<file path="src/rtl/guard_timer_map.vh">
// register offsets, field positions, reset values and timing for guard_timer
// assumes an APB slave decoding byte addresses as word index times four
`ifndef GUARD_TIMER_MAP_VH
`define GUARD_TIMER_MAP_VH
// printed offsets are register indices, byte address is four times these
`define GT_IDX_CONTROL 8'h93
`define GT_IDX_RESTART 8'h94
`define GT_IDX_STATUS 8'h95
`define GT_IDX_MASK 8'h96
`define GT_IDX_RTCSEL 8'h97
// control fields
`define GT_BIT_EN 7
`define GT_BIT_NMI_OUT 6
`define GT_BIT_RST_FLAG 5
`define GT_BIT_NMI_FLAG 4
`define GT_CLK_HI 3
`define GT_CLK_LO 2
`define GT_PER_HI 1
`define GT_PER_LO 0
`define GT_CLK_RESET 2'h2
`define GT_SRC_SYS 2'h0
`define GT_SRC_RTC 2'h1
`define GT_SRC_RC 2'h2
// restart key pair
`define GT_KEY_FIRST 8'hA5
`define GT_KEY_SECOND 8'h5A
// status bits: 0 time-out interrupt, 1 foreign nmi seen, 2 key error
`define GT_STS_W 3
// oscillator start-up time in microseconds and clock period in ns
`define GT_RC_START_US 20000
`define GT_CLK_NS 4
`endif

</file>
<file path="src/rtl/guard_timer.v">
// guard_timer: watchdog with selectable tick source, reset or nmi response
// assumes tick inputs are slow pins from other domains; apb on pclk
//
// Added by the designer: the APB register port.
`timescale 1ns/1ps
`include "guard_timer_map.vh"
module guard_timer #(
    parameter RC_START_CYCLES = (`GT_RC_START_US * 1000 + `GT_CLK_NS - 1)
                                / `GT_CLK_NS
) (
    // clock and reset
    input wire pclk,
    input wire presetn,
    // apb slave
    input wire psel,
    input wire penable,
    input wire pwrite,
    input wire [11:0] paddr,
    input wire [31:0] pwdata,
    output wire pready,
    output wire [31:0] prdata,
    output wire pslverr,
    // reset cause: high when this reset was raised by the watchdog itself
    input wire guard_reset_cause,
    // nmi from any other source, pulse or level on pclk
    input wire foreign_nmi,
    // tick sources from outside the pclk domain
    input wire rtc_tick_32k,
    input wire rtc_tick_mains,
    input wire rc_osc_tick,
    // response outputs
    output reg cpu_reset_req,
    output reg cpu_nmi,
    output reg rc_osc_power,
    output wire irq
);

    // control state
    // the control fields live in separate flops so the lock on enable
    // can gate them all at once; the two cause flags are read only and
    // only hardware moves them
    // the counter is wide enough for the longest system clock length,
    // so no source or period choice can wrap it before time-out
    reg en_q;
    reg nmi_out_q;
    reg rst_flag_q;
    reg nmi_flag_q;
    reg [1:0] clk_sel_q;
    reg [1:0] per_sel_q;
    reg rtc_mains_q;
    reg [27:0] cnt_q;
    reg key_armed_q;
    reg [`GT_STS_W-1:0] status_q;
    reg [`GT_STS_W-1:0] mask_q;
    reg [31:0] rdata_q;
    reg cause_seen_q;
    reg [22:0] rc_wait_q;
    // synchronisers and edge memories
    reg [2:0] sync1_q;
    reg [2:0] sync2_q;
    reg [2:0] prev_q;

    // apb decode
    // every register takes one aligned word; the index is the word number,
    // so the byte address is four times the index
    // a misaligned or unmapped address is answered with pslverr; an unmapped word reads 0, a misaligned read returns its aligned word
    // reads and writes only act in the access cycle; nothing in this block
    // reacts to the setup cycle except the read data capture below
    // the restart word is write only, so a read of it returns zero and
    // cannot leak the state of the key sequence
    wire wr = psel && penable && pwrite;
    wire rd = psel && penable && !pwrite;
    wire [9:0] idx = paddr[11:2];
    wire addr_ok = (paddr[1:0] == 2'h0) &&
                   ((idx == {2'h0, `GT_IDX_CONTROL}) ||
                    (idx == {2'h0, `GT_IDX_RESTART}) ||
                    (idx == {2'h0, `GT_IDX_STATUS}) ||
                    (idx == {2'h0, `GT_IDX_MASK}) ||
                    (idx == {2'h0, `GT_IDX_RTCSEL}));

    // time-out length in ticks for a source and period code
    // the lengths are powers of two, so only the shift is decoded; the
    // reserved source falls into the rc row but never ticks, so its length
    // is never reached
    // keeping this in one place means the compare below stays a single term
    function [27:0] limit;
        input [1:0] src;
        input [1:0] per;
        reg [4:0] sh;
        begin
            sh = 5'h0;
            case (src)
                `GT_SRC_SYS: begin
                    case (per)
                        2'h0: sh = 5'h1B;
                        2'h1: sh = 5'h19;
                        2'h2: sh = 5'h16;
                        default: sh = 5'h12;
                    endcase
                end
                `GT_SRC_RTC: begin
                    case (per)
                        2'h0: sh = 5'h11;
                        2'h1: sh = 5'h0E;
                        2'h2: sh = 5'h0B;
                        default: sh = 5'h07;
                    endcase
                end
                default: begin
                    case (per)
                        2'h0: sh = 5'h0F;
                        2'h1: sh = 5'h0D;
                        2'h2: sh = 5'h09;
                        default: sh = 5'h05;
                    endcase
                end
            endcase
            limit = 28'h1 << sh;
        end
    endfunction

    // apb answers in the access cycle; all mapped words, unmapped errors
    // zero wait states: every register is a flop, so nothing needs a stall
    // pslverr stands only in the access cycle, never in setup, so a master
    // that samples it with pready sees a clean answer
    assign pready = 1'b1;
    assign pslverr = psel && penable && !addr_ok;
    assign prdata = rdata_q;

    wire [7:0] ctrl_view = {en_q, nmi_out_q, rst_flag_q, nmi_flag_q,
                            clk_sel_q, per_sel_q};

    // read data register, updated during setup so it is stable in access
    // loading it one cycle early keeps prdata a flop output while still
    // answering with zero wait states
    // a flag that moves between setup and access shows its setup value,
    // which is the value at the start of the transfer
    always @(posedge pclk or negedge presetn) begin
        if (!presetn) begin
            rdata_q <= 32'h0;
        end else if (psel && !penable && !pwrite) begin
            case (paddr[11:2])
                {2'h0, `GT_IDX_CONTROL}: rdata_q <= {24'h0, ctrl_view};
                {2'h0, `GT_IDX_STATUS}: rdata_q <= {29'h0, status_q};
                {2'h0, `GT_IDX_MASK}: rdata_q <= {29'h0, mask_q};
                {2'h0, `GT_IDX_RTCSEL}: rdata_q <= {31'h0, rtc_mains_q};
                default: rdata_q <= 32'h0;
            endcase
        end
    end

    // tick inputs cross in through two flops before anything looks at them
    // the slow sources are free running square waves from other domains;
    // only the second flop feeds logic, so a metastable first stage has a
    // whole cycle to settle
    // the edge memory resets low, like the pins' idle level, so a pin that is
    // already high at release of reset reads as one rising edge
    // limitation: a tick source faster than half of pclk loses edges
    always @(posedge pclk or negedge presetn) begin
        if (!presetn) begin
            sync1_q <= 3'h0;
            sync2_q <= 3'h0;
            prev_q <= 3'h0;
        end else begin
            sync1_q <= {rc_osc_tick, rtc_tick_mains, rtc_tick_32k};
            sync2_q <= sync1_q;
            prev_q <= sync2_q;
        end
    end
    wire [2:0] rise = sync2_q & ~prev_q;

    // tick selection
    // the system clock ticks on every pclk edge; the rtc and rc sources tick
    // once per synchronised rising edge
    // the reserved source code never ticks, so a watchdog enabled with it
    // stands still rather than counting an undefined clock
    // rtc tick follows rtc control choice
    wire rtc_tick = rtc_mains_q ? rise[1] : rise[0];
    // rc ticks ignored until start-up time has passed
    wire rc_ready = (rc_wait_q == 23'h0);
    reg tick;
    always @* begin
        case (clk_sel_q)
            `GT_SRC_SYS: tick = 1'b1;
            `GT_SRC_RTC: tick = rtc_tick;
            `GT_SRC_RC: tick = rise[2] && rc_ready;
            default: tick = 1'b0;
        endcase
    end

    // time-out detection
    // the count runs from zero, so the time-out tick is the one that would
    // take it to the full length; comparing with length minus one lets the
    // reload happen on that same tick
    // the restart key only acts on the restart word, never on control
    // time-out when count reaches the selected length
    wire timeout = en_q && tick &&
                   (cnt_q == limit(clk_sel_q, per_sel_q) - 28'h1);
    wire ctl_wr = wr && idx == {2'h0, `GT_IDX_CONTROL} && addr_ok;
    wire rr_wr = wr && idx == {2'h0, `GT_IDX_RESTART} && addr_ok;
    // key pair completes on 5Ah after an armed A5h
    wire restart = rr_wr && key_armed_q && pwdata[7:0] == `GT_KEY_SECOND;
    wire key_err = rr_wr && key_armed_q && pwdata[7:0] != `GT_KEY_SECOND;

    // control register
    // once enable is set the whole word is frozen, not only the enable bit,
    // so runaway code cannot shorten or redirect a running watchdog
    // the rtc tick choice lives in its own word and stays writable; it
    // belongs to the rtc, not to the watchdog lock
    always @(posedge pclk or negedge presetn) begin
        if (!presetn) begin
            en_q <= 1'b0;
            nmi_out_q <= 1'b0;
            clk_sel_q <= `GT_CLK_RESET;
            per_sel_q <= 2'h0;
            rtc_mains_q <= 1'b0;
        end else begin
            if (ctl_wr && !en_q) begin
                en_q <= pwdata[`GT_BIT_EN];
                nmi_out_q <= pwdata[`GT_BIT_NMI_OUT];
                clk_sel_q <= pwdata[`GT_CLK_HI:`GT_CLK_LO];
                per_sel_q <= pwdata[`GT_PER_HI:`GT_PER_LO];
            end
            if (wr && idx == {2'h0, `GT_IDX_RTCSEL} && addr_ok) begin
                rtc_mains_q <= pwdata[0];
            end
        end
    end

    // counter and restart key sequence
    // the key arms only on the first value and fires only on the second,
    // with any number of cycles between them
    // a wrong second value, or the first value again, leaves the key
    // disarmed, so a stuck loop writing one value can never restart it
    // the counter is held at zero while disabled, so enabling always starts
    // a full length
    always @(posedge pclk or negedge presetn) begin
        if (!presetn) begin
            cnt_q <= 28'h0;
            key_armed_q <= 1'b0;
        end else begin
            if (rr_wr) begin
                key_armed_q <= !key_armed_q &&
                               pwdata[7:0] == `GT_KEY_FIRST;
                if (key_armed_q && pwdata[7:0] == `GT_KEY_FIRST &&
                    !restart) begin
                    key_armed_q <= 1'b0;
                end
            end
            // reload after a time-out and keep running
            if (restart || timeout || !en_q) begin
                cnt_q <= 28'h0;
            end else if (tick) begin
                cnt_q <= cnt_q + 28'h1;
            end
        end
    end

    // rc oscillator power and start-up wait
    // the oscillator runs only while it is the chosen source, which saves
    // its power when another source counts
    // after a power-up from another source its first edges are unreliable, so its ticks are
    // ignored until the start-up count has run out
    // trade-off: the wait lengthens the first time-out a little rather
    // than risk an early one from a glitching oscillator
    always @(posedge pclk or negedge presetn) begin
        if (!presetn) begin
            rc_osc_power <= 1'b1;
            rc_wait_q <= 23'h0;
        end else begin
            // power down only when another source is selected
            rc_osc_power <= (clk_sel_q == `GT_SRC_RC);
            // restart the wait on every power-up after another source; reset leaves it at zero
            if (clk_sel_q != `GT_SRC_RC) begin
                rc_wait_q <= RC_START_CYCLES[22:0];
            end else if (rc_wait_q != 23'h0) begin
                rc_wait_q <= rc_wait_q - 23'h1;
            end
        end
    end

    // response outputs and cause flags
    // the reset request stays high until reset arrives, because the cpu
    // may only act on it a few cycles later
    // the reset flag is loaded once from the reset cause on the first edge
    // after release, so only a watchdog reset leaves it set
    // the nmi is a single cycle pulse; the cpu latches its own nmi edge
    // an own time-out in the same cycle as a foreign nmi keeps the flag set
    always @(posedge pclk or negedge presetn) begin
        if (!presetn) begin
            cpu_reset_req <= 1'b0;
            cpu_nmi <= 1'b0;
            nmi_flag_q <= 1'b0;
            rst_flag_q <= 1'b0;
            cause_seen_q <= 1'b0;
        end else begin
            // reset cause caught once after release
            cause_seen_q <= 1'b1;
            if (!cause_seen_q) begin
                rst_flag_q <= guard_reset_cause;
            end
            if (timeout && !nmi_out_q) begin
                cpu_reset_req <= 1'b1;
                rst_flag_q <= 1'b1;
            end
            cpu_nmi <= timeout && nmi_out_q;
            // own time-out wins over a foreign nmi
            if (timeout && nmi_out_q) begin
                nmi_flag_q <= 1'b1;
            end else if (foreign_nmi) begin
                nmi_flag_q <= 1'b0;
            end
        end
    end

    // sticky status, set wins over write-one-to-clear
    // an event that lands in the cycle of a clear write must not be lost,
    // so the set term is applied after the clear
    // the mask only gates the interrupt; status bits set whatever it holds
    wire [`GT_STS_W-1:0] sts_set = {key_err, foreign_nmi,
                                    timeout && nmi_out_q};
    wire sts_wr = wr && idx == {2'h0, `GT_IDX_STATUS} && addr_ok;
    wire [`GT_STS_W-1:0] sts_clr = sts_wr ? pwdata[`GT_STS_W-1:0] :
                                   {`GT_STS_W{1'b0}};
    always @(posedge pclk or negedge presetn) begin
        if (!presetn) begin
            status_q <= {`GT_STS_W{1'b0}};
            mask_q <= {`GT_STS_W{1'b0}};
        end else begin
            status_q <= (status_q & ~sts_clr) | sts_set;
            if (wr && idx == {2'h0, `GT_IDX_MASK} && addr_ok) begin
                mask_q <= pwdata[`GT_STS_W-1:0];
            end
        end
    end
    // level interrupt while any enabled status bit is set
    // combinational from flops, so it follows a clear in the same cycle
    // that the status flop drops
    assign irq = |(status_q & mask_q);

endmodule

</file>
<file path="config.mk">
export PLATFORM = sky130hd
export DESIGN_NAME = guard_timer
export DESIGN_NICKNAME = d
export VERILOG_FILES = /design/src/rtl/guard_timer.v
export VERILOG_INCLUDE_DIRS = /design/src /design/src/rtl
export SDC_FILE = /design/constraint.sdc
export NUM_CORES = 1
export LEC_CHECK = 0
export BUFFER_PORTS_ARGS = -buffer_cell sky130_fd_sc_hd__buf_2
export CAP_MARGIN = 20
export CORE_AREA = 2 2 118 120
export CTS_BUF_LIST = sky130_fd_sc_hd__clkbuf_4 sky130_fd_sc_hd__clkbuf_8
export CTS_CLUSTER_SIZE = 28
export DETAILED_ROUTE_END_ITERATION = 12
export DIE_AREA = 0 0 120 122
export GPL_TIMING_DRIVEN = 0
export PLACE_DENSITY_LB_ADDON = 0.05
export SYNTH_ARGS = -nofsm -noshare
export SYNTH_HDL_FRONTEND = slang
export SYNTH_SLANG_ARGS = --single-unit
</file>
<file path="constraint.sdc">
create_clock -name pclk -period 3.4 [get_ports pclk]
set_input_delay 0.51 -clock pclk [delete_from_list [all_inputs] [get_ports pclk]]
set_output_delay 0.51 -clock pclk [all_outputs]
set_load 0.01 [all_outputs]
</file>
==> impl_metrics.prom <==
# TYPE chip_impl_metric gauge
chip_impl_metric{name="clock_insertion_delay_worst_skew",unit="ns"} 0.39
chip_impl_metric{name="post_route_design_area",unit="mm2"} 0.007009
chip_impl_metric{name="chip_height",unit="um"} 122
chip_impl_metric{name="synth-edff-count",unit=""} 0
chip_impl_metric{name="vias_per_cell",unit=""} 5.481
chip_impl_metric{name="gp_congestion",unit=""} 0.8702
chip_impl_metric{name="fin_crit_sh",unit=""} 1.153
chip_impl_metric{name="detailedRoute.firstIterationViolations",unit=""} 352
chip_impl_metric{name="cts_htree_levels",unit=""} 3
chip_impl_info{name="setup_repair_after_global_routing_missed_its_margin",value="true"} 1
chip_impl_metric{name="final.min_clock_period",unit="ns"} 3.921
chip_impl_metric{name="maximum_number_of_pins_on_one_net_before_global_route_repair",unit=""} 50
chip_impl_metric{name="cp_data_required_time",unit="ns"} 3.68
chip_impl_metric{name="timing.clock.skew",unit="ns"} 0.01380
chip_impl_metric{name="drt-pass1-iter-count",unit=""} 5
chip_impl_info{name="critical_path.endpoint_type",value="flip-flop"} 1
chip_impl_metric{name="grt_pass1_vias",unit=""} 5176
chip_impl_metric{name="hold_viol_final",unit=""} 0
chip_impl_metric{name="placedInstanceArea",unit="mm2"} 0.006494
chip_impl_metric{name="synth_warnings",unit=""} 0
chip_impl_metric{name="placement.io_buffers",unit=""} 40
chip_impl_metric{name="antenna_left",unit=""} 0
chip_impl_info{name="timing.hold.worst.class",value="in2async"} 1
chip_impl_metric{name="total_via_count_after_detailed_routing",unit=""} 5333
chip_impl_metric{name="rows",unit=""} 43
chip_impl_metric{name="final_cells",unit=""} 973
chip_impl_info{name="cts_tree",value="built"} 1
chip_impl_metric{name="post_placement_cell_count",unit=""} 946
chip_impl_metric{name="grt_util_all_layers",unit=""} 0.2308
chip_impl_metric{name="cell_count_after_synthesis",unit=""} 699
chip_impl_metric{name="maxSlewViolCount",unit=""} 0
chip_impl_metric{name="path_clk_slew",unit="ns"} 0.09
chip_impl_metric{name="ioPinCount",unit=""} 92
chip_impl_metric{name="hold_slack",unit="ns"} 0.1013
chip_impl_info{name="synth_common_cells",value="sky130_fd_sc_hd__nand2_1, sky130_fd_sc_hd__dfrtp_1, sky130_fd_sc_hd__nor2_1"} 1
chip_impl_metric{name="final_util",unit=""} 0.5190
chip_impl_info{name="ys.flop_type",value="sky130_fd_sc_hd__dfrtp_1"} 1
chip_impl_info{name="r2r_start",value="per_sel_q[1]"} 1
chip_impl_metric{name="area_fraction_of_the_dominant_cell_type_after_synthesis",unit=""} 0.3663
chip_impl_metric{name="num-nets-final",unit=""} 850
chip_impl_metric{name="maxCapViolCount",unit=""} 0
chip_impl_metric{name="count_of_antenna_diodes_in_the_layout",unit=""} 0
chip_impl_metric{name="global_route_wire_length_before_repair",unit="um"} 26630
chip_impl_metric{name="timing.slew.headroom",unit=""} 0.4045
chip_impl_metric{name="timing.fmax",unit="MHz"} 255.0
chip_impl_info{name="cts-root-buf",value="sky130_fd_sc_hd__clkbuf_8"} 1
chip_impl_info{name="synth.most_common_cell",value="sky130_fd_sc_hd__nand2_1"} 1
chip_impl_metric{name="crit_arrival",unit="ns"} 4.20
chip_impl_metric{name="die_area",unit="mm2"} 0.01464
chip_impl_metric{name="setup_slack",unit="ns"} -0.5209
chip_impl_metric{name="finalSetupTns",unit="ns"} -13.72
chip_impl_info{name="crit_type",value="reg2reg"} 1
chip_impl_metric{name="drt_drc_violations_left",unit=""} 0
chip_impl_metric{name="seq_area_frac_synth",unit=""} 0.3752
chip_impl_metric{name="coreArea",unit="mm2"} 0.01350
chip_impl_metric{name="crit_path_max_fanout",unit=""} 6
chip_impl_metric{name="globalRoute.totalOverflow",unit=""} 0
chip_impl_metric{name="ys_ff_latch",unit=""} 88
chip_impl_metric{name="timing_worst_slew_pin_value",unit="ns"} 0.8851
chip_impl_metric{name="initial_utilization",unit=""} 0.4351
chip_impl_metric{name="total_detailed_routing_wirelength",unit="um"} 16050
chip_impl_metric{name="clock_sink_count",unit=""} 88
chip_impl_metric{name="dieWidth",unit="um"} 120
chip_impl_metric{name="ys_types",unit=""} 75
chip_impl_metric{name="synth.cell_area",unit="mm2"} 0.005876
chip_impl_metric{name="wl_per_cell",unit="um"} 16.50
chip_impl_metric{name="clk_path_buf_depth",unit=""} 2
chip_impl_info{name="run_status",value="finished with violations"} 1
chip_impl_info{name="most_area_hungry_cell_type_in_the_yosys_netlist",value="sky130_fd_sc_hd__dfrtp_1"} 1
chip_impl_info{name="post_synth_main_area_contributors",value="sky130_fd_sc_hd__dfrtp_1, sky130_fd_sc_hd__nand2_1, sky130_fd_sc_hd__nor2_1"} 1
chip_impl_metric{name="power_density",unit="mW/mm2"} 276.4
chip_impl_metric{name="ir_drop",unit="uV"} 246.1
chip_impl_info{name="worstSetupStartpoint",value="per_sel_q[1]"} 1
chip_impl_metric{name="asyncSetResetFlopFracSynth",unit=""} 1.000
chip_impl_metric{name="syn_avg_cell_area",unit="um2"} 8.406
chip_impl_metric{name="share_of_post_route_cells_with_drive_strength_above_1",unit=""} 0.2219
chip_impl_metric{name="dp_hpwl",unit="um"} 11630
chip_impl_metric{name="grt_antenna_before_repair",unit=""} 0
chip_impl_metric{name="setup_violations",unit=""} 32
chip_impl_metric{name="total_leakage_power",unit="nW"} 3.025
chip_impl_metric{name="area_delta_synth_final",unit="%"} 19.29
chip_impl_metric{name="cts_made_buffers",unit=""} 9
chip_impl_info{name="worstSetupStartpointType",value="flip-flop"} 1
chip_impl_info{name="failed_checks",value="setup timing"} 1
metrics by stage:
| stage | setup slack (ns) | total power [mW] |
|---|---|---|
| final | -0.5209 | 1.938 |
| after global routing | -0.7195 | 2.029 |
| after CTS | -0.6350 | 1.960 |
| after detailed placement | -0.9293 | 1.191 |
| after global placement | -0.9163 | 1.185 |
| after floorplan | 0.1509 | 1.138 |
logic make-up after synthesis:
group	after synthesis	share of synthesized area
simple gates	327	0.2815
compound gates	127	0.1482
flops	88	0.3752
buf+inv	80	0.07325
xor+xnor	57	0.08497
fa+ha+maj	9	0.01874
mux	9	0.01682
other cells	2	0.001278
critical path: stages, from the launching register on:
cell and delay, ns:
sky130_fd_sc_hd__dfrtp_1 0.43, sky130_fd_sc_hd__buf_6 0.14, sky130_fd_sc_hd__ha_4 0.15, sky130_fd_sc_hd__or2_4 0.24, sky130_fd_sc_hd__a221o_1 0.32, sky130_fd_sc_hd__buf_6 0.13
sky130_fd_sc_hd__nor2_4 0.09, sky130_fd_sc_hd__nand2_2 0.09, sky130_fd_sc_hd__ha_4 0.29, sky130_fd_sc_hd__xor2_2 0.14, sky130_fd_sc_hd__o2111ai_2 0.15, sky130_fd_sc_hd__nor4_2 0.22
sky130_fd_sc_hd__o2111ai_1 0.17, sky130_fd_sc_hd__nor4b_2 0.28, sky130_fd_sc_hd__nand4_1 0.22, sky130_fd_sc_hd__and4bb_1 0.32, sky130_fd_sc_hd__buf_6 0.15, sky130_fd_sc_hd__buf_12 0.11
sky130_fd_sc_hd__buf_12 0.11, sky130_fd_sc_hd__nor2_1 0.04
path summary, 6_finish.rpt:
kind,cells after the start,slack (ns),endpoint
min in group pclk,1,0.23,sync1_q[0]
max reg2reg,19,-0.52,cnt_q[4]
max in group asynchronous,2,2.63,clk_sel_q[1]
max,19,-0.52,cnt_q[4]
min,1,0.10,rc_wait_q[3]
min reg2reg,0,0.35,sync2_q[0]
state kept, by name, indices dropped and copies added (netlist names), 2 cells and up:
signal     count
cnt_q         28
per_sel_q      2
mask_q         3
sync1_q        3
prdata         8
clk_sel_q      2
sync2_q        3
prev_q         3
rc_wait_q     23
status_q       3
cell usage in the layout (no fill, tap or decap), types with 13 or more instances in the layout:
cell type / count
sky130_fd_sc_hd__a21oi_1: 24
sky130_fd_sc_hd__nand4_1: 16
sky130_fd_sc_hd__dfrtp_1: 85
sky130_fd_sc_hd__nor2_1: 57
sky130_fd_sc_hd__o21ai_0: 37
sky130_fd_sc_hd__xor2_1: 25
sky130_fd_sc_hd__nand3_1: 30
sky130_fd_sc_hd__buf_2: 45
sky130_fd_sc_hd__xnor2_1: 31
sky130_fd_sc_hd__clkbuf_1: 13
sky130_fd_sc_hd__nor3_1: 16
sky130_fd_sc_hd__inv_1: 21
sky130_fd_sc_hd__buf_4: 35
sky130_fd_sc_hd__conb_1: 27
sky130_fd_sc_hd__nand2_1: 101
area by class of cell:
type                    instances  area (um2)
clock inverters                 5       56.30
plain buffers                  52       351.6
clock buffers                  11       145.1
flip-flops and latches         88        2206
multi-input cells             556        3542
repair buffers                 57       392.9
well taps                     180       225.2
fillers                      1331        6495
inverters                      24       90.09
power by group:
part           internal [mW]  leakage, nW  switching, mW
Sequential              1.05         1.13        0.00397
Combinational         0.0490         1.79         0.0656
Clock                  0.367        0.103          0.399
Total                   1.47         3.03          0.469
layer usage:
layer	vias up	GRT usage	share of wire	wire (um)
met3	22	0.05618	0.057	917
met5	-	0	0	0
li1	2594	-	-	-
met2	178	0.3707	0.46	7400
met4	0	0.06471	0.015	244
met1	2539	0.3112	0.47	7488
timing repair:
| item | CTS | global route |
|---|---|---|
| gates cloned | 2 | 0 |
| hold buffers | 0 | 0 |
| pin swaps | 32 | 11 |
| buffers inserted | 11 | 2 |
| endpoints found under the setup margin | 32 | 32 |
| gates resized for setup | 26 | 26 |
No activity file was read; power rests on OpenSTA's default activity.
